**config.mk**
```make
export PLATFORM = sky130hd
export DESIGN_NAME = tmi_tx_framer
export DESIGN_NICKNAME = d
export VERILOG_FILES = /design/src/rtl/tmi_tx_framer.v
export VERILOG_INCLUDE_DIRS = /design/src /design/src/rtl
export SDC_FILE = /design/constraint.sdc
export NUM_CORES = 1
export LEC_CHECK = 0
export ABC_AREA = 1
export CAP_MARGIN = 20
export CORE_UTILIZATION = 64
export DETAILED_ROUTE_END_ITERATION = 7
export DONT_BUFFER_PORTS = 1
export PLACE_DENSITY = 0.8
export SYNTH_ARGS = -nofsm -noshare
export SYNTH_HDL_FRONTEND = slang
export SYNTH_SLANG_ARGS = --single-unit
```
**constraint.sdc**
```tcl
create_clock -name clk_sys -period 3.7 [get_ports clk_sys]
set_input_delay 0 -clock clk_sys [delete_from_list [all_inputs] [get_ports clk_sys]]
set_output_delay 0 -clock clk_sys [all_outputs]
set_load 0.005 [all_outputs]
```
**src/rtl/tmi_regs.vh**
```
/*
 Register offsets, field positions, reset values and frame counts of the
 ternary mark-inversion transmit framer.
 Assumes inclusion by bare name from the framer, the bench and the port checker.
*/
`ifndef TMI_REGS_VH
`define TMI_REGS_VH

// Register byte offsets
`define TMI_ADDR_CTRL 8'h00
`define TMI_ADDR_LEN 8'h04
`define TMI_ADDR_STAT 8'h08

// Control register fields
`define TMI_CTRL_START 0
`define TMI_CTRL_PAYLOAD 1
`define TMI_CTRL_DISC 2
`define TMI_CTRL_SCR_LO 4
`define TMI_CTRL_SCR_HI 5
`define TMI_CTRL_RST 6'h00

// Status register fields
`define TMI_STAT_BUSY 0
`define TMI_STAT_REFUSED 1
`define TMI_STAT_UNDERRUN 2
`define TMI_STAT_ST_LO 3
`define TMI_STAT_ST_HI 7

// Payload length in bits
`define TMI_LEN_W 20
`define TMI_LEN_RST 20'h0_0000

// Frame section lengths in symbols; the padding block length in bits
`define TMI_SYNC_LEN 12'h800
`define TMI_SYNC_ALT 12'h700
`define TMI_CE_LEN 12'h300
`define TMI_HDR_LEN 12'h02E
`define TMI_PAD_BLK 11'h700

// Header field layout, sent from bit 0 upward
`define TMI_HDR_W 46
`define TMI_H_SCR 0
`define TMI_H_BITREV 2
`define TMI_H_TIP 3
`define TMI_H_PREFIX 4
`define TMI_H_REQPREFIX 6
`define TMI_H_NSEG 8
`define TMI_H_NSU 12
`define TMI_H_MODE 18
`define TMI_H_LEN 24
`define TMI_H_MIDAMBLE 44
`define TMI_H_SEGMENT_CONTINUED_FLAG 45

// Fixed header values
`define TMI_MODE_VAL 6'h2D
`define TMI_NSEG_ONE 4'h1
`define TMI_NSEG_NONE 4'h0
`define TMI_NSU_ONE 6'h01
`define TMI_NSU_NONE 6'h00
`define TMI_PREFIX_VAL 2'h0

// Ternary symbol codes
`define TMI_SYM_ZERO 2'h0
`define TMI_SYM_POS 2'h1
`define TMI_SYM_NEG 2'h3

`endif

```
**src/rtl/tmi_tx_framer.v**
```verilog
/*
 Ternary mark-inversion transmit framer: preamble generation, fixed header,
 zero padding toward an outside Reed-Solomon encoder, precoding and ternary
 mapping of the coded stream, one symbol per clk_sys edge.
 Assumes the RS encoder and MAC logic run on clk_sys, and the analog front
 end applies the square-root-of-two scaling to the symbol codes.
*/
// The implementer's own choices: the register addresses and the address-and-strobe port.
`timescale 1ns/1ps
`include "tmi_regs.vh"

module tmi_tx_framer (
   input wire clk_sys,
   input wire resetn,
   input wire [7:0] reg_addr,
   input wire [31:0] reg_wdata,
   input wire reg_wr,
   input wire reg_rd,
   output reg [31:0] reg_rdata,
   input wire pl_bit,
   input wire pl_valid,
   output wire pl_ready,
   output wire rs_bit,
   output wire rs_valid,
   input wire rs_ready,
   input wire cd_bit,
   input wire cd_valid,
   input wire cd_last,
   output wire cd_ready,
   output reg [1:0] sym_code,
   output reg sym_valid,
   output reg frame_start
);

   // One-hot frame states
   localparam [4:0] ST_IDLE = 5'b00001;
   localparam [4:0] ST_SYNC = 5'b00010;
   localparam [4:0] ST_CEST = 5'b00100;
   localparam [4:0] ST_HDR = 5'b01000;
   localparam [4:0] ST_PAY = 5'b10000;

   reg [4:0] state_q;
   reg [4:0] state_d;
   reg [11:0] cnt_q;
   reg [11:0] cnt_d;
   reg pay_en_q;
   reg disc_q;
   reg [1:0] scr_q;
   reg [`TMI_LEN_W-1:0] len_q;
   reg refused_q;
   reg underrun_q;
   reg [`TMI_HDR_W-1:0] hdr_q;
   reg h1_q;
   reg h2_q;
   reg pay_first_q;
   reg pad_act_q;
   reg [`TMI_LEN_W-1:0] pad_cnt_q;
   reg [10:0] blk_q;
   reg rs_bit_q;
   reg rs_valid_q;

   wire start_req;
   wire start_ok;
   wire pay_go;
   wire frame_end;
   reg src_bit;
   reg hist_clr;
   reg sym_en;

   // Base preamble tables, filled from constant phase arithmetic
   // Pure constants: a run-time phase generator would put a multiplier on
   // the symbol path for no gain, since the patterns never change
   wire [255:0] tbl_sync;
   wire [255:0] tbl_cest;

   genvar gi;
   generate
      for (gi = 0; gi < 256; gi = gi + 1) begin : g_tbl
         // Quarter-turn phase of the 16-term product; Re+Im>=0 for 0 and j
         localparam integer PA = ((gi % 4) * ((gi % 16) / 4)) % 4;
         localparam integer PB = (((gi / 16) % 4) * ((gi / 16) / 4)) % 4;
         localparam integer PH = (PA + PB) % 4;
         // Sixteenth-turn phase; Re>=Im holds from -135 to +45 degrees
         localparam integer PM = ((gi % 16) * (gi / 16)) % 16;
         assign tbl_sync[gi] = (PH < 2) ? 1'b1 : 1'b0;
         assign tbl_cest[gi] = (PM <= 2 || PM >= 10) ? 1'b1 : 1'b0;
      end
   endgenerate

   // A start in discovery mode is refused, never framed
   assign start_req = reg_wr && (reg_addr == `TMI_ADDR_CTRL) &&
                      reg_wdata[`TMI_CTRL_START];
   assign start_ok = start_req && (state_q == ST_IDLE) && !pad_act_q &&
                     !reg_wdata[`TMI_CTRL_DISC];
   // A zero length payload counts as no segment at all
   assign pay_go = reg_wdata[`TMI_CTRL_PAYLOAD] && (len_q != `TMI_LEN_RST);
   assign frame_end = (state_q == ST_PAY) && cd_valid && cd_last;

   // Register writes and sticky flags; a new event wins over a clear
   // The start bit itself is never stored, so the control word reads it as
   // zero; seed and discovery bits follow every control write, refused or not
   always @(posedge clk_sys) begin
      if (!resetn) begin
         pay_en_q <= 1'b0;
         disc_q <= 1'b0;
         scr_q <= 2'h0;
         len_q <= `TMI_LEN_RST;
         refused_q <= 1'b0;
         underrun_q <= 1'b0;
      end else begin
         if (reg_wr && reg_addr == `TMI_ADDR_CTRL) begin
            disc_q <= reg_wdata[`TMI_CTRL_DISC];
            scr_q <= reg_wdata[`TMI_CTRL_SCR_HI:`TMI_CTRL_SCR_LO];
            if (start_ok) begin
               pay_en_q <= pay_go;
            end
         end
         if (reg_wr && reg_addr == `TMI_ADDR_LEN && state_q == ST_IDLE && !pad_act_q) begin
            len_q <= reg_wdata[`TMI_LEN_W-1:0];
         end
         if (start_req && !start_ok) begin
            refused_q <= 1'b1;
         end else if (reg_wr && reg_addr == `TMI_ADDR_STAT &&
                      reg_wdata[`TMI_STAT_REFUSED]) begin
            refused_q <= 1'b0;
         end
         if (state_q == ST_PAY && !cd_valid) begin
            underrun_q <= 1'b1;
         end else if (reg_wr && reg_addr == `TMI_ADDR_STAT &&
                      reg_wdata[`TMI_STAT_UNDERRUN]) begin
            underrun_q <= 1'b0;
         end
      end
   end

   // Read data stand one cycle after the strobe; unmapped reads give zero
   // Zero outside the read slot lets a wired-OR bus gather several blocks
   // without a multiplexer in front of the master
   always @(posedge clk_sys) begin
      if (!resetn) begin
         reg_rdata <= 32'h0000_0000;
      end else if (reg_rd) begin
         case (reg_addr)
            `TMI_ADDR_CTRL: reg_rdata <= {26'h000_0000, scr_q, 1'b0, disc_q, pay_en_q, 1'b0};
            `TMI_ADDR_LEN: reg_rdata <= {12'h000, len_q};
            `TMI_ADDR_STAT: reg_rdata <= {24'h00_0000, state_q, underrun_q, refused_q,
                                          (state_q != ST_IDLE) || pad_act_q};
            default: reg_rdata <= 32'h0000_0000;
         endcase
      end else begin
         reg_rdata <= 32'h0000_0000;
      end
   end

   // Header word; fixed fields are constants, so no other value can leave
   // Bits leave from bit 0 upward, one per symbol, through the same precoder
   // as the preamble; it is latched at start so later writes cannot reach it
   always @(posedge clk_sys) begin
      if (!resetn) begin
         hdr_q <= {`TMI_HDR_W{1'b0}};
      end else if (start_ok) begin
         hdr_q <= {`TMI_HDR_W{1'b0}};
         hdr_q[`TMI_H_SCR+1:`TMI_H_SCR] <= reg_wdata[`TMI_CTRL_SCR_HI:`TMI_CTRL_SCR_LO];
         hdr_q[`TMI_H_PREFIX+1:`TMI_H_PREFIX] <= `TMI_PREFIX_VAL;
         hdr_q[`TMI_H_REQPREFIX+1:`TMI_H_REQPREFIX] <= `TMI_PREFIX_VAL;
         hdr_q[`TMI_H_NSEG+3:`TMI_H_NSEG] <= pay_go ? `TMI_NSEG_ONE : `TMI_NSEG_NONE;
         hdr_q[`TMI_H_NSU+5:`TMI_H_NSU] <= pay_go ? `TMI_NSU_ONE : `TMI_NSU_NONE;
         hdr_q[`TMI_H_MODE+5:`TMI_H_MODE] <= `TMI_MODE_VAL;
         hdr_q[`TMI_H_LEN+`TMI_LEN_W-1:`TMI_H_LEN] <= pay_go ? len_q : `TMI_LEN_RST;
      end
   end

   // Frame sequencer: no training or midamble state exists at all
   always @* begin
      state_d = state_q;
      cnt_d = cnt_q + 12'h001;
      case (state_q)
         ST_IDLE: begin
            // Counter parks at zero so the first sync symbol reads entry 0
            cnt_d = 12'h000;
            if (start_ok) begin
               state_d = ST_SYNC;
            end
         end
         ST_SYNC: begin
            if (cnt_q == `TMI_SYNC_LEN - 12'h001) begin
               state_d = ST_CEST;
               cnt_d = 12'h000;
            end
         end
         ST_CEST: begin
            if (cnt_q == `TMI_CE_LEN - 12'h001) begin
               state_d = ST_HDR;
               cnt_d = 12'h000;
            end
         end
         ST_HDR: begin
            if (cnt_q == `TMI_HDR_LEN - 12'h001) begin
               state_d = pay_en_q ? ST_PAY : ST_IDLE;
               cnt_d = 12'h000;
            end
         end
         ST_PAY: begin
            // Payload length is set by the coder's last flag, not by a count,
            // so the framer never needs to know the coded block size
            cnt_d = 12'h000;
            if (frame_end) begin
               state_d = ST_IDLE;
            end
         end
         default: begin
            state_d = ST_IDLE;
            cnt_d = 12'h000;
         end
      endcase
   end

   always @(posedge clk_sys) begin
      if (!resetn) begin
         state_q <= ST_IDLE;
         cnt_q <= 12'h000;
      end else begin
         state_q <= state_d;
         cnt_q <= cnt_d;
      end
   end

   // Bit source per section and where the lag-2 history restarts
   always @* begin
      src_bit = 1'b0;
      hist_clr = 1'b0;
      sym_en = 1'b1;
      case (state_q)
         ST_SYNC: begin
            // Last 256 symbols use the inverted base pattern
            src_bit = tbl_sync[cnt_q[7:0]] ^ (cnt_q >= `TMI_SYNC_ALT);
            hist_clr = (cnt_q[7:0] == 8'h00);
         end
         ST_CEST: begin
            src_bit = tbl_cest[cnt_q[7:0]];
            hist_clr = (cnt_q[7:0] == 8'h00);
         end
         ST_HDR: begin
            src_bit = hdr_q[cnt_q[5:0]];
            hist_clr = (cnt_q == 12'h000);
         end
         ST_PAY: begin
            src_bit = cd_bit;
            hist_clr = pay_first_q;
         end
         default: begin
            sym_en = 1'b0;
         end
      endcase
   end

   // Lag-2 precoder and ternary mapper shared by every section
   // History restarts at each 256-symbol pattern, at the header and at the
   // payload, so a receiver can lock onto any section on its own; sharing one
   // precoder keeps the preamble and data levels scaled alike
   wire p2 = hist_clr ? 1'b0 : h2_q;
   wire p1 = hist_clr ? 1'b0 : h1_q;
   wire pc = src_bit ^ p2;
   // An underrun emits a zero symbol and holds the history
   wire sym_go = sym_en && (state_q != ST_PAY || cd_valid);

   always @(posedge clk_sys) begin
      if (!resetn) begin
         h1_q <= 1'b0;
         h2_q <= 1'b0;
         sym_code <= `TMI_SYM_ZERO;
         sym_valid <= 1'b0;
         frame_start <= 1'b0;
         pay_first_q <= 1'b0;
      end else begin
         // Single lane out; channel bonding is optional and not built here
         sym_valid <= sym_en;
         frame_start <= (state_q == ST_SYNC) && (cnt_q == 12'h000);
         if (state_q == ST_HDR) begin
            pay_first_q <= 1'b1;
         end else if (sym_go) begin
            pay_first_q <= 1'b0;
         end
         if (sym_go) begin
            h2_q <= p1;
            h1_q <= pc;
            // Difference of current and lag-2 precoded bits
            case ({p2, pc})
               2'b01: sym_code <= `TMI_SYM_POS;
               2'b10: sym_code <= `TMI_SYM_NEG;
               default: sym_code <= `TMI_SYM_ZERO;
            endcase
         end else begin
            sym_code <= `TMI_SYM_ZERO;
         end
      end
   end

   // Coded payload is taken only while the payload section runs
   // Ready stands through the whole section; a late coder shows up as zero
   // symbols and the underrun flag rather than as a stalled frame
   assign cd_ready = (state_q == ST_PAY);

   // Zero padding stage feeding the encoder; starts with the preamble so the
   // encoder has lead time, since the section must not stall mid-frame.
   // The bit for the encoder sits in a one-deep output register, so the
   // encoder sees a flop; the slot refills in the cycle it is taken, so a
   // ready encoder still receives one bit per clock.
   wire pad_data = (pad_cnt_q < len_q);
   wire [`TMI_LEN_W-1:0] pad_cnt_nx = pad_cnt_q + {{(`TMI_LEN_W-1){1'b0}}, 1'b1};
   wire slot_free = !rs_valid_q || rs_ready;
   wire pad_fire = pad_act_q && slot_free && (pad_data ? pl_valid : 1'b1);
   wire [10:0] blk_nx = (blk_q == `TMI_PAD_BLK - 11'h001) ? 11'h000 : blk_q + 11'h001;

   assign rs_valid = rs_valid_q;
   assign rs_bit = rs_bit_q;
   // Payload bits are taken only when they can move on at the same edge
   assign pl_ready = pad_act_q && pad_data && slot_free;

   always @(posedge clk_sys) begin
      if (!resetn) begin
         pad_act_q <= 1'b0;
         pad_cnt_q <= `TMI_LEN_RST;
         blk_q <= 11'h000;
         rs_bit_q <= 1'b0;
         rs_valid_q <= 1'b0;
      end else begin
         if (start_ok) begin
            pad_act_q <= pay_go;
            pad_cnt_q <= `TMI_LEN_RST;
            blk_q <= 11'h000;
         end else if (pad_fire) begin
            pad_cnt_q <= pad_cnt_nx;
            blk_q <= blk_nx;
            // Stop once data is spent and a 1792-bit block is complete
            if (pad_cnt_nx >= len_q && blk_nx == 11'h000) begin
               pad_act_q <= 1'b0;
            end
         end
         // Load the next padded bit, or empty the slot once the encoder took it
         if (pad_fire) begin
            rs_bit_q <= pad_data ? pl_bit : 1'b0;
            rs_valid_q <= 1'b1;
         end else if (rs_ready) begin
            rs_valid_q <= 1'b0;
         end
      end
   end

endmodule
```
Word-level counts from Yosys, hierarchy flattened --
Memories as Yosys holds them, arrays and structs flattened. A register that Yosys moved wholly into a read port is not among the register bits. Cells that the tools add are included.
Operators by class: $lt $le $gt $ge 5, bitwise gates (word level) 3, equal/unequal tests 20, reductions and logical operators 50, mux-type cells 41, add/subtract/negate cells 3
Operators by type and width (count):
- $pmux 20 s3 | 1
- $mux 12 | 3
- $pmux 12 s3 | 1
- $mux 5 | 6
- $pmux 5 s5 | 1
- $logic_and 1x1->1 | 23
- $mux 1 | 21
- $add 20x1->20 const B | 1
- $ge 20x20->1 | 1
- $lt 20x20->1 | 1
- $mux 20 | 1
- $reduce_bool 20->1 | 1
- $logic_not 8->1 | 2
- $mux 8 | 2
- $add 12x1->12 const B | 1
- $eq 12x10->1 const B | 1
- $eq 12x11->1 const B | 1
- $eq 12x6->1 const B | 1
- $ge 12x11->1 const B | 1
- $logic_not 12->1 | 1
- $reduce_bool 2->1 | 6
- $add 11x1->11 const B | 1
- $eq 11x11->1 const B | 1
- $logic_not 11->1 | 1
- other kinds (28) | 42
Word-level totals: memories 2, register bits 152, word-level logic and storage cells 145, input port bits 50, output and inout bits 40, bits in read-only memories 512
Memory list:
- (no name shown) | words 256, width 1, rd ports 1, clocked after memory_dff 1, wr ports 0, RTL line tmi_tx_framer.v:240 | src_bit = tbl_cest[cnt_q[7:0]];
- (no name shown) | words 256, width 1, rd ports 1, clocked after memory_dff 1, wr ports 0, RTL line tmi_tx_framer.v:236 | src_bit = tbl_sync[cnt_q[7:0]] ^ (cnt_q >= `TMI_SYNC_ALT);

Depth between registers and ports, before layout --
depth after elaboration 9, depth in mapped cells 23, mapped depth without buffers 23

Worst setup path after synthesis --
No wires, ideal clock.
path type reg2reg, start register pad_cnt_q[0], end register pad_act_q, slack 0.816 ns, arrival 2.758 ns, clock period less this slack 2.884 ns, library setup time 0.126 ns, stages on the path, launching flop included 24, required time 3.574 ns, buffers on the path 0, cell sequence dfxtp_1 ha_1 nand2_1 nor2_2 nand3_1 nor2_1 nand3_1 nor2_2 nand2_1 nor4_1 xor2_1 inv_1 ha_1 nand2_1 inv_1 nand3_1 nor2_1 nand4_1 nand3_1 a21oi_1 nor2_1 nand2_1 nand3_1 nand2_1
On the way: cells in the longest elaborated chain, start to end 5, elaborated cells between the ends (all ways) 9, those cells by class 1 x add/sub; 2 x order compare; 1 x mux; 5 x reduce/logical
RTL lines:
- start: declaration | RTL line tmi_tx_framer.v:57 | reg [`TMI_LEN_W-1:0] pad_cnt_q;
- start signal: assignment | RTL line tmi_tx_framer.v:323 | pad_cnt_q <= `TMI_LEN_RST;
- start signal: assignment | RTL line tmi_tx_framer.v:330 | pad_cnt_q <= `TMI_LEN_RST;
- start signal: assignment | RTL line tmi_tx_framer.v:333 | pad_cnt_q <= pad_cnt_nx;
- $add 20x1->20 | RTL line tmi_tx_framer.v:310 | wire [`TMI_LEN_W-1:0] pad_cnt_nx = pad_cnt_q + {{(`TMI_LEN_W-1){1'b0}}, 1'b1};
- via pad_cnt_nx[18] | RTL line tmi_tx_framer.v:310
- $ge 20x20->1 | RTL line tmi_tx_framer.v:336 | if (pad_cnt_nx >= len_q && blk_nx == 11'h000) begin
- $logic_and 1x1->1 | RTL line tmi_tx_framer.v:336
- $reduce_bool 2->1 (no line)
- $reduce_and 2->1 (no line)
- end signal: assignment | RTL line tmi_tx_framer.v:329 | pad_act_q <= pay_go;
- end: declaration | RTL line tmi_tx_framer.v:56 | reg pad_act_q;
The timed path passes the listed nets, and every way through them passes these cells. A chain may end at the register's enable or synchronous reset.

Final worst setup path --
start register len_q[9], end register rs_bit_q (netlist: rs_bit)
On the way: cells in the longest elaborated chain, start to end 3, elaborated cells between the ends (all ways) 4, those cells by class 1 x order compare; 2 x mux; 1 x reduce/logical
RTL lines:
- start: declaration | RTL line tmi_tx_framer.v:49 | reg [`TMI_LEN_W-1:0] len_q;
- start signal: assignment | RTL line tmi_tx_framer.v:107 | len_q <= `TMI_LEN_RST;
- start signal: assignment | RTL line tmi_tx_framer.v:119 | len_q <= reg_wdata[`TMI_LEN_W-1:0];
- $lt 20x20->1 * | RTL line tmi_tx_framer.v:309 | wire pad_data = (pad_cnt_q < len_q);
- $mux 1 | RTL line tmi_tx_framer.v:312 | wire pad_fire = pad_act_q && slot_free && (pad_data ? pl_valid : 1'b1);
- $logic_and 1x1->1 | RTL line tmi_tx_framer.v:312
- end signal: assignment | RTL line tmi_tx_framer.v:342 | rs_bit_q <= pad_data ? pl_bit : 1'b0;
- end: declaration | RTL line tmi_tx_framer.v:59 | reg rs_bit_q;
Every way passes the cells marked *; elsewhere a longest branch is shown, timed or not.

==> results.json <==
{
  "run_status": "complete, but fails checks",
  "violations": "DRC",
  "rsz0062_at_grt": "false",
  "core_area_mm2": 0.0109,
  "hold_viol": 0,
  "synthCells": 1004,
  "arrival_ns": 3.64,
  "clockRootBuffer": "clkbuf_16",
  "cts_made_buffers": 17,
  "final_nets": 1140,
  "htreeDepth": 4,
  "io_pins": 90,
  "synthTopCellsByArea": "dfxtp_1 (36%), nand2_1 (8.8%), ha_1 (8.1%)",
  "insertion_delay_ns": 0.42,
  "critical_path_required_ns": 4.06,
  "hpwl_mm": 12.5,
  "report.final.slew_viol_count": 0,
  "clk_pin_slew_worst_paths_ns": 0.06,
  "nFillCells": 822,
  "power.leakage_uw": 0.00362,
  "crit_fanout": 6,
  "via_per_inst": 5.89,
  "detail_route.wl_per_cell_um": 15.3,
  "die_x_um": 108,
  "fin_ws_ns": 0.419,
  "grt_pass1_wl_mm": 29.7,
  "drive_gt1_frac": 0.0768,
  "fin_crit_ns": 3.28,
  "insertedDiodeCount": 0,
  "ant_nets": 0,
  "area_growth_pct": 14.8,
  "drt_iter0_drc": 737,
  "yosysTopAreaCell": "dfxtp_1",
  "clk_path_buf_depth": 2,
  "wl_mm": 18.3,
  "die_y_um": 108,
  "initial_core_util": 0.663,
  "ys_seq_elements": 130,
  "hp-class": "in -> reg",
  "fmax_ghz": 0.305,
  "synth_top_flop_cell": "dfxtp_1",
  "finClkSkew_ns": 0.0115,
  "grt_usage": 0.326,
  "setup_viol_count_final": 0,
  "gp_congestion": 0.869,
  "end_kind": "flip-flop",
  "yosysSeqAreaShare": 0.359,
  "overflow": 0,
  "clock-sinks": 130,
  "fin_crit_sh": 0.887,
  "start_kind": "flip-flop",
  "synth.cell_area_mm2": 0.00725,
  "power.density_mw_per_mm2": 412,
  "cts_tree": "yes",
  "relSlewSlack": 0.395,
  "drt-pass1-iter-count": 8,
  "synth-warning-count": 0,
  "grt_max_degree": 36,
  "dp_slack_ns": 0.376,
  "synth_top_area_share": 0.359,
  "ys_async_sr_fraction": 0,
  "antenna_found_initial": 0,
  "peakVddDrop_mv": 0.397,
  "grt_pass1_vias": 6294,
  "port_buffers": 0,
  "worst_pin_slew_ns": 0.906,
  "syn_area_per_cell_um2": 7.23,
  "drc": 2,
  "critPathKind": "reg -> reg",
  "dieArea_mm2": 0.0118,
  "drv_cap": 0,
  "rows": 38,
  "synth-edff-count": 0,
  "finalSetupTns_ns": 0,
  "synthDistinctLibCells": 48,
  "vias": 7034
}
==> what timing repair did <==
item / CTS / global route
hold buffers: 40 / 0
buffers inserted: 0 / 0
hold endpoints to repair: 58 / 0
resized for setup: 0 / 2
setup endpoints to repair: 0 / 1
==> per-layer routing <==
layer  wire length [µm]  vias up  GRT usage  share of wire
li1                   -     3411          -              -
met1               7650     3257      0.415           0.42
met2               8890      333      0.539           0.49
met3               1430       33     0.0603          0.078
met4                352        0      0.136          0.019
met5                  0        -          0              0
==> cell type report <==
type	instances	area, µm²	share of cell area
clock buffer	22	464	0.0557
clock inverter	9	130	0.0156
inverter	147	554	0.0665
multi-input combinational	702	3960	0.475
sequential	130	2600	0.312
tap	140	175	0.0210
timing repair buffer	45	448	0.0538
==> cell usage after synthesis, drive strengths merged (8+ instances only) <==
cell type and count:
nand2 181, inv 145, dfxtp 130, a21oi 93, o21ai 85, nand3 80, nor2 79, ha 47
xor2 27, nor3 26, buf 21, nand4 19, clkbuf 15, o22ai 11, a211oi 8
==> cell usage in the layout, fill, tap and decap left out, drive strengths merged, types with 7 or more instances in the layout <==
master	n
clkbuf	22
a21oi	93
ha	47
o221ai	7
o21ai	85
nand4	19
o211ai	7
nor2	79
xor2	27
a211oi	8
dfxtp	130
nand3	80
conb	12
o22ai	11
nor4	7
nor3	26
dlygate4sd3	39
inv	146
nand2	181
==> registers in the layout (all words and copies together), names as in the netlist, 2 cells and up, named ones only <==
signal,cells
blk_q,11
cnt_q,12
hdr_q,24
len_q,20
pad_cnt_q,20
reg_rdata,20
scr_q,2
state_q,5
sym_code,2
==> power by group <==
| part | internal [µW] | total [µW] | switching (µW) |
|---|---|---|---|
| registers | 1430 | 1450 | 22.7 |
| clock network | 1090 | 1690 | 603 |
| logic | 93.8 | 293 | 200 |
==> cell families after synthesis <==
family          synth area share
simple gates               0.258
xor+xnor                  0.0336
fa+ha+maj                 0.0811
buf+inv                    0.103
other cells             0.000517
compound gates             0.164
flops                      0.359
==> final timing paths <==
check	start	endpoint	slack (ns)	depth (start not counted)
worst max-delay path	len_q[9]	rs_bit	0.42	13
worst min-delay path	pl_valid	rs_valid	0.02	3
worst max register to register	len_q[9]	rs_bit	0.42	13
worst min register to register	hdr_q[12]	hdr_q[12]	0.45	2
==> per-stage QoR <==
stage | power [µW] | hold slack (ns) | utilization | cells | instance area, µm²
3_5_place_dp | 1730 | 0.150 | 0.669 | 1124 | 7320
4_1_cts | 3440 | 0.00205 | 0.761 | 1195 | 8320
3_3_place_gp | 1720 | 0.141 | 0.669 | 1124 | 7320
2_1_floorplan | 1690 | 0.164 | - | 1015 | 7300
6_report | 3430 | 0.0172 | 0.762 | 1195 | 8330
5_1_grt | 3550 | 0.0335 | 0.762 | 1195 | 8330
==> critical path: stages, from the launching register on <==
cell           delay [ns]
dfxtp_1              0.30
inv_1                0.21
ha_1                 0.30
a21oi_1              0.16
nor2_1               0.06
a211oi_1             0.23
o21ai_1              0.14
nand2_1              0.08
nand3_1              0.11
nor2_1               0.23
nand3_1              0.12
dlygate4sd3_1        0.58
a21oi_1              0.15
dlygate4sd3_1        0.56
No activity file was read; power rests on OpenSTA's default activity.
